**config.mk**
```make
export PLATFORM = sky130hd
export DESIGN_NAME = tla_alarm
export DESIGN_NICKNAME = d
export VERILOG_FILES = /design/src/tla_pkg.sv /design/src/tla_alarm.sv
export VERILOG_INCLUDE_DIRS = /design/src
export SDC_FILE = /design/constraint.sdc
export NUM_CORES = 1
export LEC_CHECK = 0
export BUFFER_PORTS_ARGS = -buffer_cell sky130_fd_sc_hd__buf_2
export CAP_MARGIN = 30
export CORE_MARGIN = 4
export CORE_UTILIZATION = 45
export DETAILED_ROUTE_END_ITERATION = 8
export HOLD_SLACK_MARGIN = 0.12
export MAX_ROUTING_LAYER = met4
export PLACE_DENSITY = 0.65
export SETUP_SLACK_MARGIN = 0.5
export SYNTH_ARGS = -nofsm -noshare
export SYNTH_HDL_FRONTEND = slang
export SYNTH_SLANG_ARGS = --single-unit
```
**constraint.sdc**
```tcl
create_clock -name sys_clk -period 3.5 [get_ports sys_clk]
set_input_delay 0.7 -clock sys_clk [delete_from_list [all_inputs] [get_ports sys_clk]]
set_output_delay 0.7 -clock sys_clk [all_outputs]
set_load 0.01 [all_outputs]
```
**src/tla_map.svh**
```systemverilog
`ifndef TLA_MAP_SVH
`define TLA_MAP_SVH
// ****************************************
// Register offsets
// ****************************************
`define TLA_OFF_LIM_R1 8'h6a
`define TLA_OFF_LIM_LOC 8'h6b
`define TLA_OFF_LIM_R2 8'h6c
`define TLA_OFF_CFG3 8'h78
`define TLA_OFF_CFG4 8'h7d
`define TLA_OFF_CFG5 8'h7c
`define TLA_OFF_STATUS 8'h90
`define TLA_OFF_MASK 8'h91
`define TLA_OFF_TEMP_R1 8'h92
`define TLA_OFF_TEMP_LOC 8'h93
`define TLA_OFF_TEMP_R2 8'h94
`define TLA_OFF_PIN 8'h95
// ****************************************
// Fields and reset values
// ****************************************
`define TLA_CFG3_EN_BIT 1
`define TLA_CFG5_EN_LSB 5
`define TLA_CFG4_FUNC_LSB 0
`define TLA_FUNC_ALARM 2'h1
`define TLA_CFG3_RST 8'h00
`define TLA_CFG4_RST 8'h00
`define TLA_CFG5_RST 8'h00
`define TLA_LIM_RST 8'h7f
`define TLA_OFF64_DIS 8'h00
`define TLA_TWOS_DIS 8'h80
`define TLA_FMT_BIT 0
`define TLA_CFG_FMT_RST 8'h00
`define TLA_OFF_FMT 8'h96
// Monitoring cycle length in sys_clk cycles
`define TLA_CYCLE_LEN 32'd4096
`endif

```
**src/tla_pkg.sv**
```systemverilog
package tla_pkg;
  typedef enum logic [1:0] {tla_idle_t_s, tla_eval_s} tla_state_t;
  typedef logic [7:0] tla_byte_t;
endpackage
```
**src/tla_alarm.sv**
```systemverilog
// Behaviour
// RULE1: The block can pull the shared alarm pin low and also senses its level.
// RULE2: A channel whose temperature exceeds its limit, while enabled, asserts the alarm low.
// RULE3: An alarm still over limit at the next monitoring cycle stays asserted without a gap.
// RULE4: The alarm is released only after a measurement at or below the limit; the code also releases it when the channel or pin function is disabled.
// RULE5: Channels are evaluated once per monitoring cycle so an alarm lasts at least one cycle.
// RULE6: Separate limits for remote 1, local and remote 2 sit at 0x6a, 0x6b, 0x6c.
// RULE7: Bits 5, 6, 7 of config five enable the alarm for remote 1, local and remote 2.
// RULE8: A limit at or below -64 C (offset-64) or -128 C (twos complement) disables the channel.
// RULE9: Clearing bit 1 of config three disables the alarm pin function entirely.
// RULE10: The pin drive is the OR of enabled over-limit channels as an open-drain pull-down.
// RULE11: The alarm reaches the pin only when the function select in config four is 01.
// RULE12: An external low while the block is not pulling counts as an alarm assertion.
//
// Strobed register access is this design's own decision.
`include "tla_map.svh"
`timescale 1ns/1ps
`default_nettype none
module tla_alarm
  import tla_pkg::*;
#(
  parameter int CYCLE_LEN = `TLA_CYCLE_LEN
) (
  // Clock and reset
  input wire logic sys_clk,
  input wire logic reset,
  // Register port
  input wire logic [7:0] addr,
  input wire logic [7:0] wdata,
  input wire logic wr,
  input wire logic rd,
  output logic [7:0] rdata,
  // Measured temperatures, updated by the converter
  input wire logic [7:0] temp_r1,
  input wire logic [7:0] temp_loc,
  input wire logic [7:0] temp_r2,
  // Shared alarm pin, open drain
  input wire logic thermal_alarm_pin_in,
  output logic thermal_alarm_pin_out,
  output logic thermal_alarm_pin_oe,
  // Alarm line seen low, by any party including this block, and interrupt
  output logic processor_hot_signal,
  output logic irq
);

  // ****************************************
  // Helpers
  // ****************************************
  // Unsigned comparison value, twos complement mapped onto an offset frame, offset-64 kept as is
  function automatic logic [8:0] tla_val(input logic [7:0] v, input logic fmt64);
    tla_val = fmt64 ? {1'b0, v} : {~v[7], v};
  endfunction

  function automatic logic tla_lim_dis(input logic [7:0] lim, input logic fmt64);
    tla_lim_dis = fmt64 ? (lim <= `TLA_OFF64_DIS) : (lim == `TLA_TWOS_DIS);
  endfunction

  // ****************************************
  // Registers
  // ****************************************
  logic [7:0] lim [3];
  logic [7:0] cfg3;
  logic [7:0] cfg4;
  logic [7:0] cfg5;
  logic [7:0] cfg_fmt;
  logic [7:0] status;
  logic [7:0] mask;
  logic [2:0] over;
  logic [31:0] cyc_cnt;
  logic tick;
  logic ext_prev;
  tla_state_t state;
  logic [7:0] temps [3];
  logic fmt64;
  logic pin_alarm_en;
  logic [2:0] chan_en;
  logic [2:0] chan_hit;
  logic ext_low;
  logic [7:0] events;

  assign temps[0] = temp_r1;
  assign temps[1] = temp_loc;
  assign temps[2] = temp_r2;
  assign fmt64 = cfg_fmt[`TLA_FMT_BIT];
  assign pin_alarm_en = cfg3[`TLA_CFG3_EN_BIT]
    && (cfg4[`TLA_CFG4_FUNC_LSB +: 2] == `TLA_FUNC_ALARM); // RULE9 RULE11

  always_ff @(posedge sys_clk) begin
    if (reset) begin
      lim[0] <= `TLA_LIM_RST;
      lim[1] <= `TLA_LIM_RST;
      lim[2] <= `TLA_LIM_RST;
      cfg3 <= `TLA_CFG3_RST;
      cfg4 <= `TLA_CFG4_RST;
      cfg5 <= `TLA_CFG5_RST;
      cfg_fmt <= `TLA_CFG_FMT_RST;
      mask <= 8'hff;
    end else if (wr) begin
      case (addr)
        `TLA_OFF_LIM_R1: lim[0] <= wdata; // RULE6
        `TLA_OFF_LIM_LOC: lim[1] <= wdata; // RULE6
        `TLA_OFF_LIM_R2: lim[2] <= wdata; // RULE6
        `TLA_OFF_CFG3: cfg3 <= wdata;
        `TLA_OFF_CFG4: cfg4 <= wdata;
        `TLA_OFF_CFG5: cfg5 <= wdata;
        `TLA_OFF_FMT: cfg_fmt <= wdata;
        `TLA_OFF_MASK: mask <= wdata;
        default: ;
      endcase
    end
  end

  // ****************************************
  // Monitoring cycle
  // ****************************************
  always_ff @(posedge sys_clk) begin
    if (reset) begin
      cyc_cnt <= 32'h0;
      tick <= 1'b0;
    end else if (cyc_cnt == CYCLE_LEN - 1) begin
      cyc_cnt <= 32'h0;
      tick <= 1'b1;
    end else begin
      cyc_cnt <= cyc_cnt + 32'h1;
      tick <= 1'b0;
    end
  end

  always_comb begin
    for (int i = 0; i < 3; i++) begin
      chan_en[i] = cfg5[`TLA_CFG5_EN_LSB + i] && !tla_lim_dis(lim[i], fmt64); // RULE7 RULE8
      chan_hit[i] = tla_val(temps[i], fmt64) > tla_val(lim[i], fmt64); // RULE2 RULE4
    end
  end

  // Over flags change only in the evaluation state after a tick, so each alarm holds a whole cycle
  always_ff @(posedge sys_clk) begin
    if (reset) begin
      over <= 3'h0;
      state <= tla_idle_t_s;
    end else begin
      case (state)
        tla_idle_t_s: if (tick) state <= tla_eval_s; // RULE5
        tla_eval_s: begin
          // Pin enable is sampled here too, so the drive only moves at an evaluation
          over <= chan_hit & chan_en & {3{pin_alarm_en}}; // RULE3 RULE4 RULE9 RULE11
          state <= tla_idle_t_s;
        end
        default: state <= tla_idle_t_s;
      endcase
    end
  end

  // ****************************************
  // Pin drive
  // ****************************************
  always_ff @(posedge sys_clk) begin
    if (reset) begin
      thermal_alarm_pin_out <= 1'b0;
      thermal_alarm_pin_oe <= 1'b0;
    end else begin
      thermal_alarm_pin_out <= 1'b0; // RULE10
      thermal_alarm_pin_oe <= |over; // RULE1 RULE2 RULE10
    end
  end

  assign ext_low = pin_alarm_en && !thermal_alarm_pin_in && !thermal_alarm_pin_oe; // RULE12

  always_ff @(posedge sys_clk) begin
    if (reset) begin
      processor_hot_signal <= 1'b0;
      ext_prev <= 1'b0;
    end else begin
      processor_hot_signal <= pin_alarm_en && !thermal_alarm_pin_in; // RULE1 RULE12
      ext_prev <= ext_low;
    end
  end

  // ****************************************
  // Status, interrupt and read port
  // ****************************************
  assign events = {4'h0, ext_low && !ext_prev, over & chan_en};

  always_ff @(posedge sys_clk) begin
    if (reset) begin
      status <= 8'h00;
    end else if (wr && addr == `TLA_OFF_STATUS) begin
      status <= (status & ~wdata) | events;
    end else begin
      status <= status | events;
    end
  end

  always_ff @(posedge sys_clk) begin
    if (reset) begin
      irq <= 1'b0;
    end else begin
      irq <= |(status & ~mask);
    end
  end

  always_ff @(posedge sys_clk) begin
    if (reset) begin
      rdata <= 8'h00;
    end else if (rd) begin
      case (addr)
        `TLA_OFF_LIM_R1: rdata <= lim[0];
        `TLA_OFF_LIM_LOC: rdata <= lim[1];
        `TLA_OFF_LIM_R2: rdata <= lim[2];
        `TLA_OFF_CFG3: rdata <= cfg3;
        `TLA_OFF_CFG4: rdata <= cfg4;
        `TLA_OFF_CFG5: rdata <= cfg5;
        `TLA_OFF_FMT: rdata <= cfg_fmt;
        `TLA_OFF_STATUS: rdata <= status;
        `TLA_OFF_MASK: rdata <= mask;
        `TLA_OFF_TEMP_R1: rdata <= temp_r1;
        `TLA_OFF_TEMP_LOC: rdata <= temp_loc;
        `TLA_OFF_TEMP_R2: rdata <= temp_r2;
        `TLA_OFF_PIN: rdata <= {5'h0, thermal_alarm_pin_oe, processor_hot_signal, |over};
        default: rdata <= 8'h00;
      endcase
    end else begin
      rdata <= 8'h00;
    end
  end

endmodule // tla_alarm
`default_nettype wire

```
## After elaboration in Yosys (flattened, before gate mapping)

Memory sizes are Yosys's and may differ from the RTL's.
Cells that the tools add are included.

- Memories kept: 1
- Output and inout port bits: 12
- Flip-flop bits (word level): 97
- Word-level logic and storage cells: 115
- RAM bits: 24
- Input port bits: 45

- Muxes and demuxes: 29
- $lt $le $gt $ge: 6
- Reduce and logical (&&, ||, !) cells: 25
- Equal/unequal tests: 18
- $add $sub $neg: 1
- Bitwise operators: 20

Memory list:

| name | depth | width | read ports | clocked after Yosys merged registers in | wr ports | line | RTL |
|---|---|---|---|---|---|---|---|
| lim | 3 | 8 | 3 | 0 | 3 | tla_alarm.sv:61 | `logic [7:0] lim [3];` |

Operators by type and width:

| operator | number |
|---|---|
| one-hot mux 8 bit (13 select lines) | 1 |
| equality test 8 bit (second input constant) | 10 |
| two-way mux 9 bit | 6 |
| equality test 8 x 7 -> 1 bit (second input constant) | 6 |
| adder 32 x 1 -> 32 bit (second input constant) | 1 |
| equality test 32 x 12 -> 1 bit (second input constant) | 1 |
| two-way mux 8 bit | 4 |
| > comparator 9 bit | 3 |
| less-or-equal comparator 8 x 1 -> 1 bit (second input constant) | 3 |
| two-way mux 1 bit | 18 |
| AND 8 bit | 2 |
| inverter 8 bit | 2 |
| bitwise OR 8 x 4 -> 8 bit | 2 |
| AND reduction 2 bit | 5 |
| AND 3 bit | 3 |
| logical AND 1 bit | 8 |
| inverter 1 bit | 8 |
| OR reduction 8 bit | 1 |
| logical NOT 1 bit | 6 |
| OR reduction 2 bit | 3 |
| bitwise OR 1 bit | 3 |
| OR reduction 3 bit | 1 |
| equality test 2 x 1 -> 1 bit (second input constant) | 1 |
| logical NOT 2 bit | 1 |

## Logic depth before layout (Yosys ltp)

An unclocked memory read counts as a cell.

- Depth after elaboration: 8
- Gate-level depth with buffers: 8
- Depth with buffers taken out: 8

## Worst setup path before layout

No wires, ideal clock.

- Path kind: input -> register
- Start point: in addr[1]
- End point: mem lim[1][2] (netlist: lim[0][10]) (enable)
- Required time: 3.116 ns
- Arrival time: 2.173 ns
- Library setup time: 0.384 ns
- Path buffers: 3
- Stages: 5
- Slack: 0.942 ns
- Cells stage by stage: buf_2 clkbuf_1 buf_1 nand2_1 o21ai_0

RTL lines:

| item | line | RTL |
|---|---|---|
| start: declaration | tla_alarm.sv:28 | `input wire logic [7:0] addr,` |
| end: declaration | tla_alarm.sv:61 |  |

## Final worst setup path

- Start point: reg cyc_cnt[2]
- End point: reg cyc_cnt[24]

- Cells in the longest elaborated chain, start to end: 2
- Elaborated cells on any way between the ends: 3
- Those cells by class: add/sub: 1; eq/ne: 1; reduce/logical: 1

Ends and longest elaborated chain:

| item | line | RTL |
|---|---|---|
| start: declaration | tla_alarm.sv:69 | `logic [31:0] cyc_cnt;` |
| start signal: assignment | tla_alarm.sv:124 | `cyc_cnt <= cyc_cnt + 32'h1;` |
| parallel branches: the longest is 2 deep, another holds adder 32 x 1 -> 32 bit | - |  |

Parallel ways; which one is timed is not known.
A chain may end at the register's enable or synchronous reset.

==> metrics.csv <==
stage,metric,value,unit
run_status,status,"finished, final reports clean",
drt,drcViolationCount,0,
worst_setup_path,worst-path-buf-inv,1,
place,place_area,0.00671,mm²
timing,tns,0,ns
worst_setup_path,ff2ff_path_depth,7,
drt,drt-wirelength-per-cell,20.0,µm
timing,tightest_slew,0.778,ns
clock_network,clk_pin_slew,0.06,ns
finish,multi_input_area,0.00327,mm²
logic_synthesis,synth-seq-cells,121,
worst_setup_path,cp_cell_sequence,and4_4 > and3_4 > and2_1 > nand2_4 > o31ai_4 > buf_8 > nor2_1,
place,dp.final_hpwl,14200,µm
grt,grt_max_degree,33,
pwr,vdd_drop_max,394,µV
worst_setup_path,endpoint_kind,flip-flop,
timing,slew_viol_final,0,
pwr,leakage,0.00296,µW
drt,num_vias,5527,
clock_network,cts_tree,yes,
clock_network,cts_htree_levels,4,
finish,regArea,0.00266,mm²
floorplanning,core-area,0.0135,mm²
finish,nFillCells,1242,
finish,layout_common_cells,"dfxtp_1 (97), nand2_1 (88), nor2_1 (57)",
place,dp.cells,917,
drt,ant_nets,0,
min_path,hold_class,reg2reg,
worst_setup_path,rrSetupSlack,1.10,ns
job,max_cap_violations,0,
place,port_buffers,55,
floorplanning,rows,42,
finish,insertedDiodeCount,0,
worst_setup_path,critical_path.top_delay_family,simple AND/OR/NAND/NOR gates,
worst_setup_path,max_stage_delay,0.64,ns
worst_setup_path,reg2reg_to,cyc_cnt[24],
floorplanning,dieWidth,126,µm
worst_setup_path,critPathLaunchType,flip-flop,
finish,final_layout_size_suffix_gt1_share,16.4,%
grt,grt-ovfl-total,0,
clock_network,cts_hold_buf,0,
logic_synthesis,synth_ff_type,dfxtp_1,
logic_synthesis,yosysWarnings,0,
clock_network,insertion_delay,0.42,ns
clock_network,postCtsSetupBuffers,0,
finish,nNetsFinal,833,
worst_setup_path,slowest_stage,o31ai_4,
worst_setup_path,cp.required,3.80,ns
floorplanning,die-area,0.0159,mm²
finish,fin_util,54.8,%
logic_synthesis,synth_edf_count,24,
timing,post-route-period-util,68.6,%
drt,drt-total-wl,19000,µm
place,gp_congestion,0.934,
finish,area_growth,17.5,%
grt,antenna_found_initial,0,
clock_network,clockBufferDepth,2,
logic_synthesis,syn-instance-count,709,
worst_setup_path,crit_type,reg2reg,
drt,viasPerCell,5.82,
clock_network,cts_root_buffer,clkbuf_16,
pwr,power_density,499,mW/mm²
timing,hold_viol,0,
clock_network,clock_sinks,121,
finish,finalNonFillerCells,949,
min_path,holdPathStages,1,
grt,grt_pass1_wl,29500,µm
min_path,min_to,state[0],
timing,period_minus_slack,2.40,ns
worst_setup_path,crit_fanout,17,
min_path,hold_path_startpoint,tick,
clock_network,numCtsBuffers,17,
grt,grt_pass1_vias,5427,
floorplanning,pin_count,57,
logic_synthesis,synth_nets,782,
logic_synthesis,ys_types,64,
timing,finalSetupViolations,0,
logic_synthesis,ys_seq_area_share,42.4,%
logic_synthesis,syn_area,0.00628,mm²
timing,fin_skew,0.00935,ns
worst_setup_path,r2r-start,cyc_cnt[2],
worst_setup_path,cp-startpoint,cyc_cnt[2],
logic_synthesis,async_reset_ff_share,0,%
floorplanning,chipHeight,126,µm
drt,dr.pass1.iters,5,
finish,postLayoutCellArea,0.00738,mm²
finish,final_common_cell,dfxtp_1,
floorplanning,initial_utilization,46.7,%
drt,drt_iter0_drc,575,
grt,grt_use_total,24.8,%
logic_synthesis,syn_avg_cell_area,8.86,µm²
timing,fmax,0.417,GHz
worst_setup_path,worstPathArrival,2.70,ns
timing,slew_headroom,47.9,%
timing,whs,0.440,ns
timing,rsz0062_at_grt,false,
clock_network,cts_resized,0,
==> through the flow <==
| step | power (µW) | worst slack (ns) |
|---|---|---|
| finish | 3680 | 1.10 |
| global route | 3800 | 0.943 |
| CTS | 3700 | 1.08 |
| detailed placement | 1740 | 0.764 |
| global placement | 1730 | 0.825 |
| floorplan | 1630 | 0.942 |
==> cells in the mapped netlist (6+ instances only) <==
cell	count	area share [%]
a21o_1	7	0.84
a21oi_1	52	4.1
a31oi_1	14	1.4
and3_1	9	0.90
and4_1	6	0.84
buf_2	11	0.88
clkbuf_1	18	1.1
dfxtp_1	97	31
edfxtp_1	24	11
ha_1	28	5.6
inv_1	42	2.5
mux2i_1	28	4.5
nand2_1	88	5.3
nand3_1	34	2.7
nand4_1	16	1.6
nor2_1	57	3.4
nor2b_1	7	0.70
nor3_1	10	0.80
nor4_1	8	0.80
o21ai_0	25	2.0
o22ai_1	7	0.70
or2_2	10	1.0
or3_1	8	0.80
xnor2_1	6	0.84
xor2_1	22	3.1
==> cells by family after synthesis <==
family | synth area share [%]
AOI/OAI and AO/OA | 14.5
xor gates and xnor gates | 3.90
adders and majority gates | 5.74
buffers and inverters | 5.54
DFF | 42.4
muxes | 5.72
other | 0.0597
and+or+nand+nor | 22.2
==> flip-flops by register name, summed over array words and instances, names as in the netlist <==
signal and cells:
tick 1, thermal_alarm_pin_oe 1, lim 24, cfg3 8, processor_hot_signal 1, cfg5 8
mask 8, ext_prev 1, over 3, cfg_fmt 8, status 8, cyc_cnt 32
state 1, cfg4 8, rdata 8, irq 1
==> power breakdown <==
| part | internal, µW | switching (µW) |
|---|---|---|
| Sequential | 1440 | 20.6 |
| Combinational | 87.8 | 163 |
| Clock | 1350 | 625 |
| Total | 2870 | 809 |
==> routing by layer <==
metal / global-route usage, % / wire length, µm
met1: 29.6 / 7930
met2: 40.4 / 9170
met3: 5.84 / 1290
met4: 9.78 / 592
met5: - / 0
==> worst max path at each step <==
stage | depth (start not counted) | slack (ns) | end
3_3_place_gp | 6 | 0.82 | lim[0][13]
3_5_place_dp | 6 | 0.76 | lim[0][3]
2_1_floorplan | 5 | 0.94 | lim[0][10]
6_report | 7 | 1.10 | cyc_cnt[24]
5_1_grt | 7 | 0.94 | cyc_cnt[22]
4_1_cts | 7 | 1.08 | cyc_cnt[24]
==> area by class of cell <==
cell class,instances,share of cell area [%]
clock buffer,22,6.58
clock inverter,10,2.51
inverter,42,2.14
multi-input combinational,508,44.3
sequential,121,36.1
tap,176,2.99
timing repair buffer,70,5.36
Note: power is estimated with default switching activity, not from simulation.
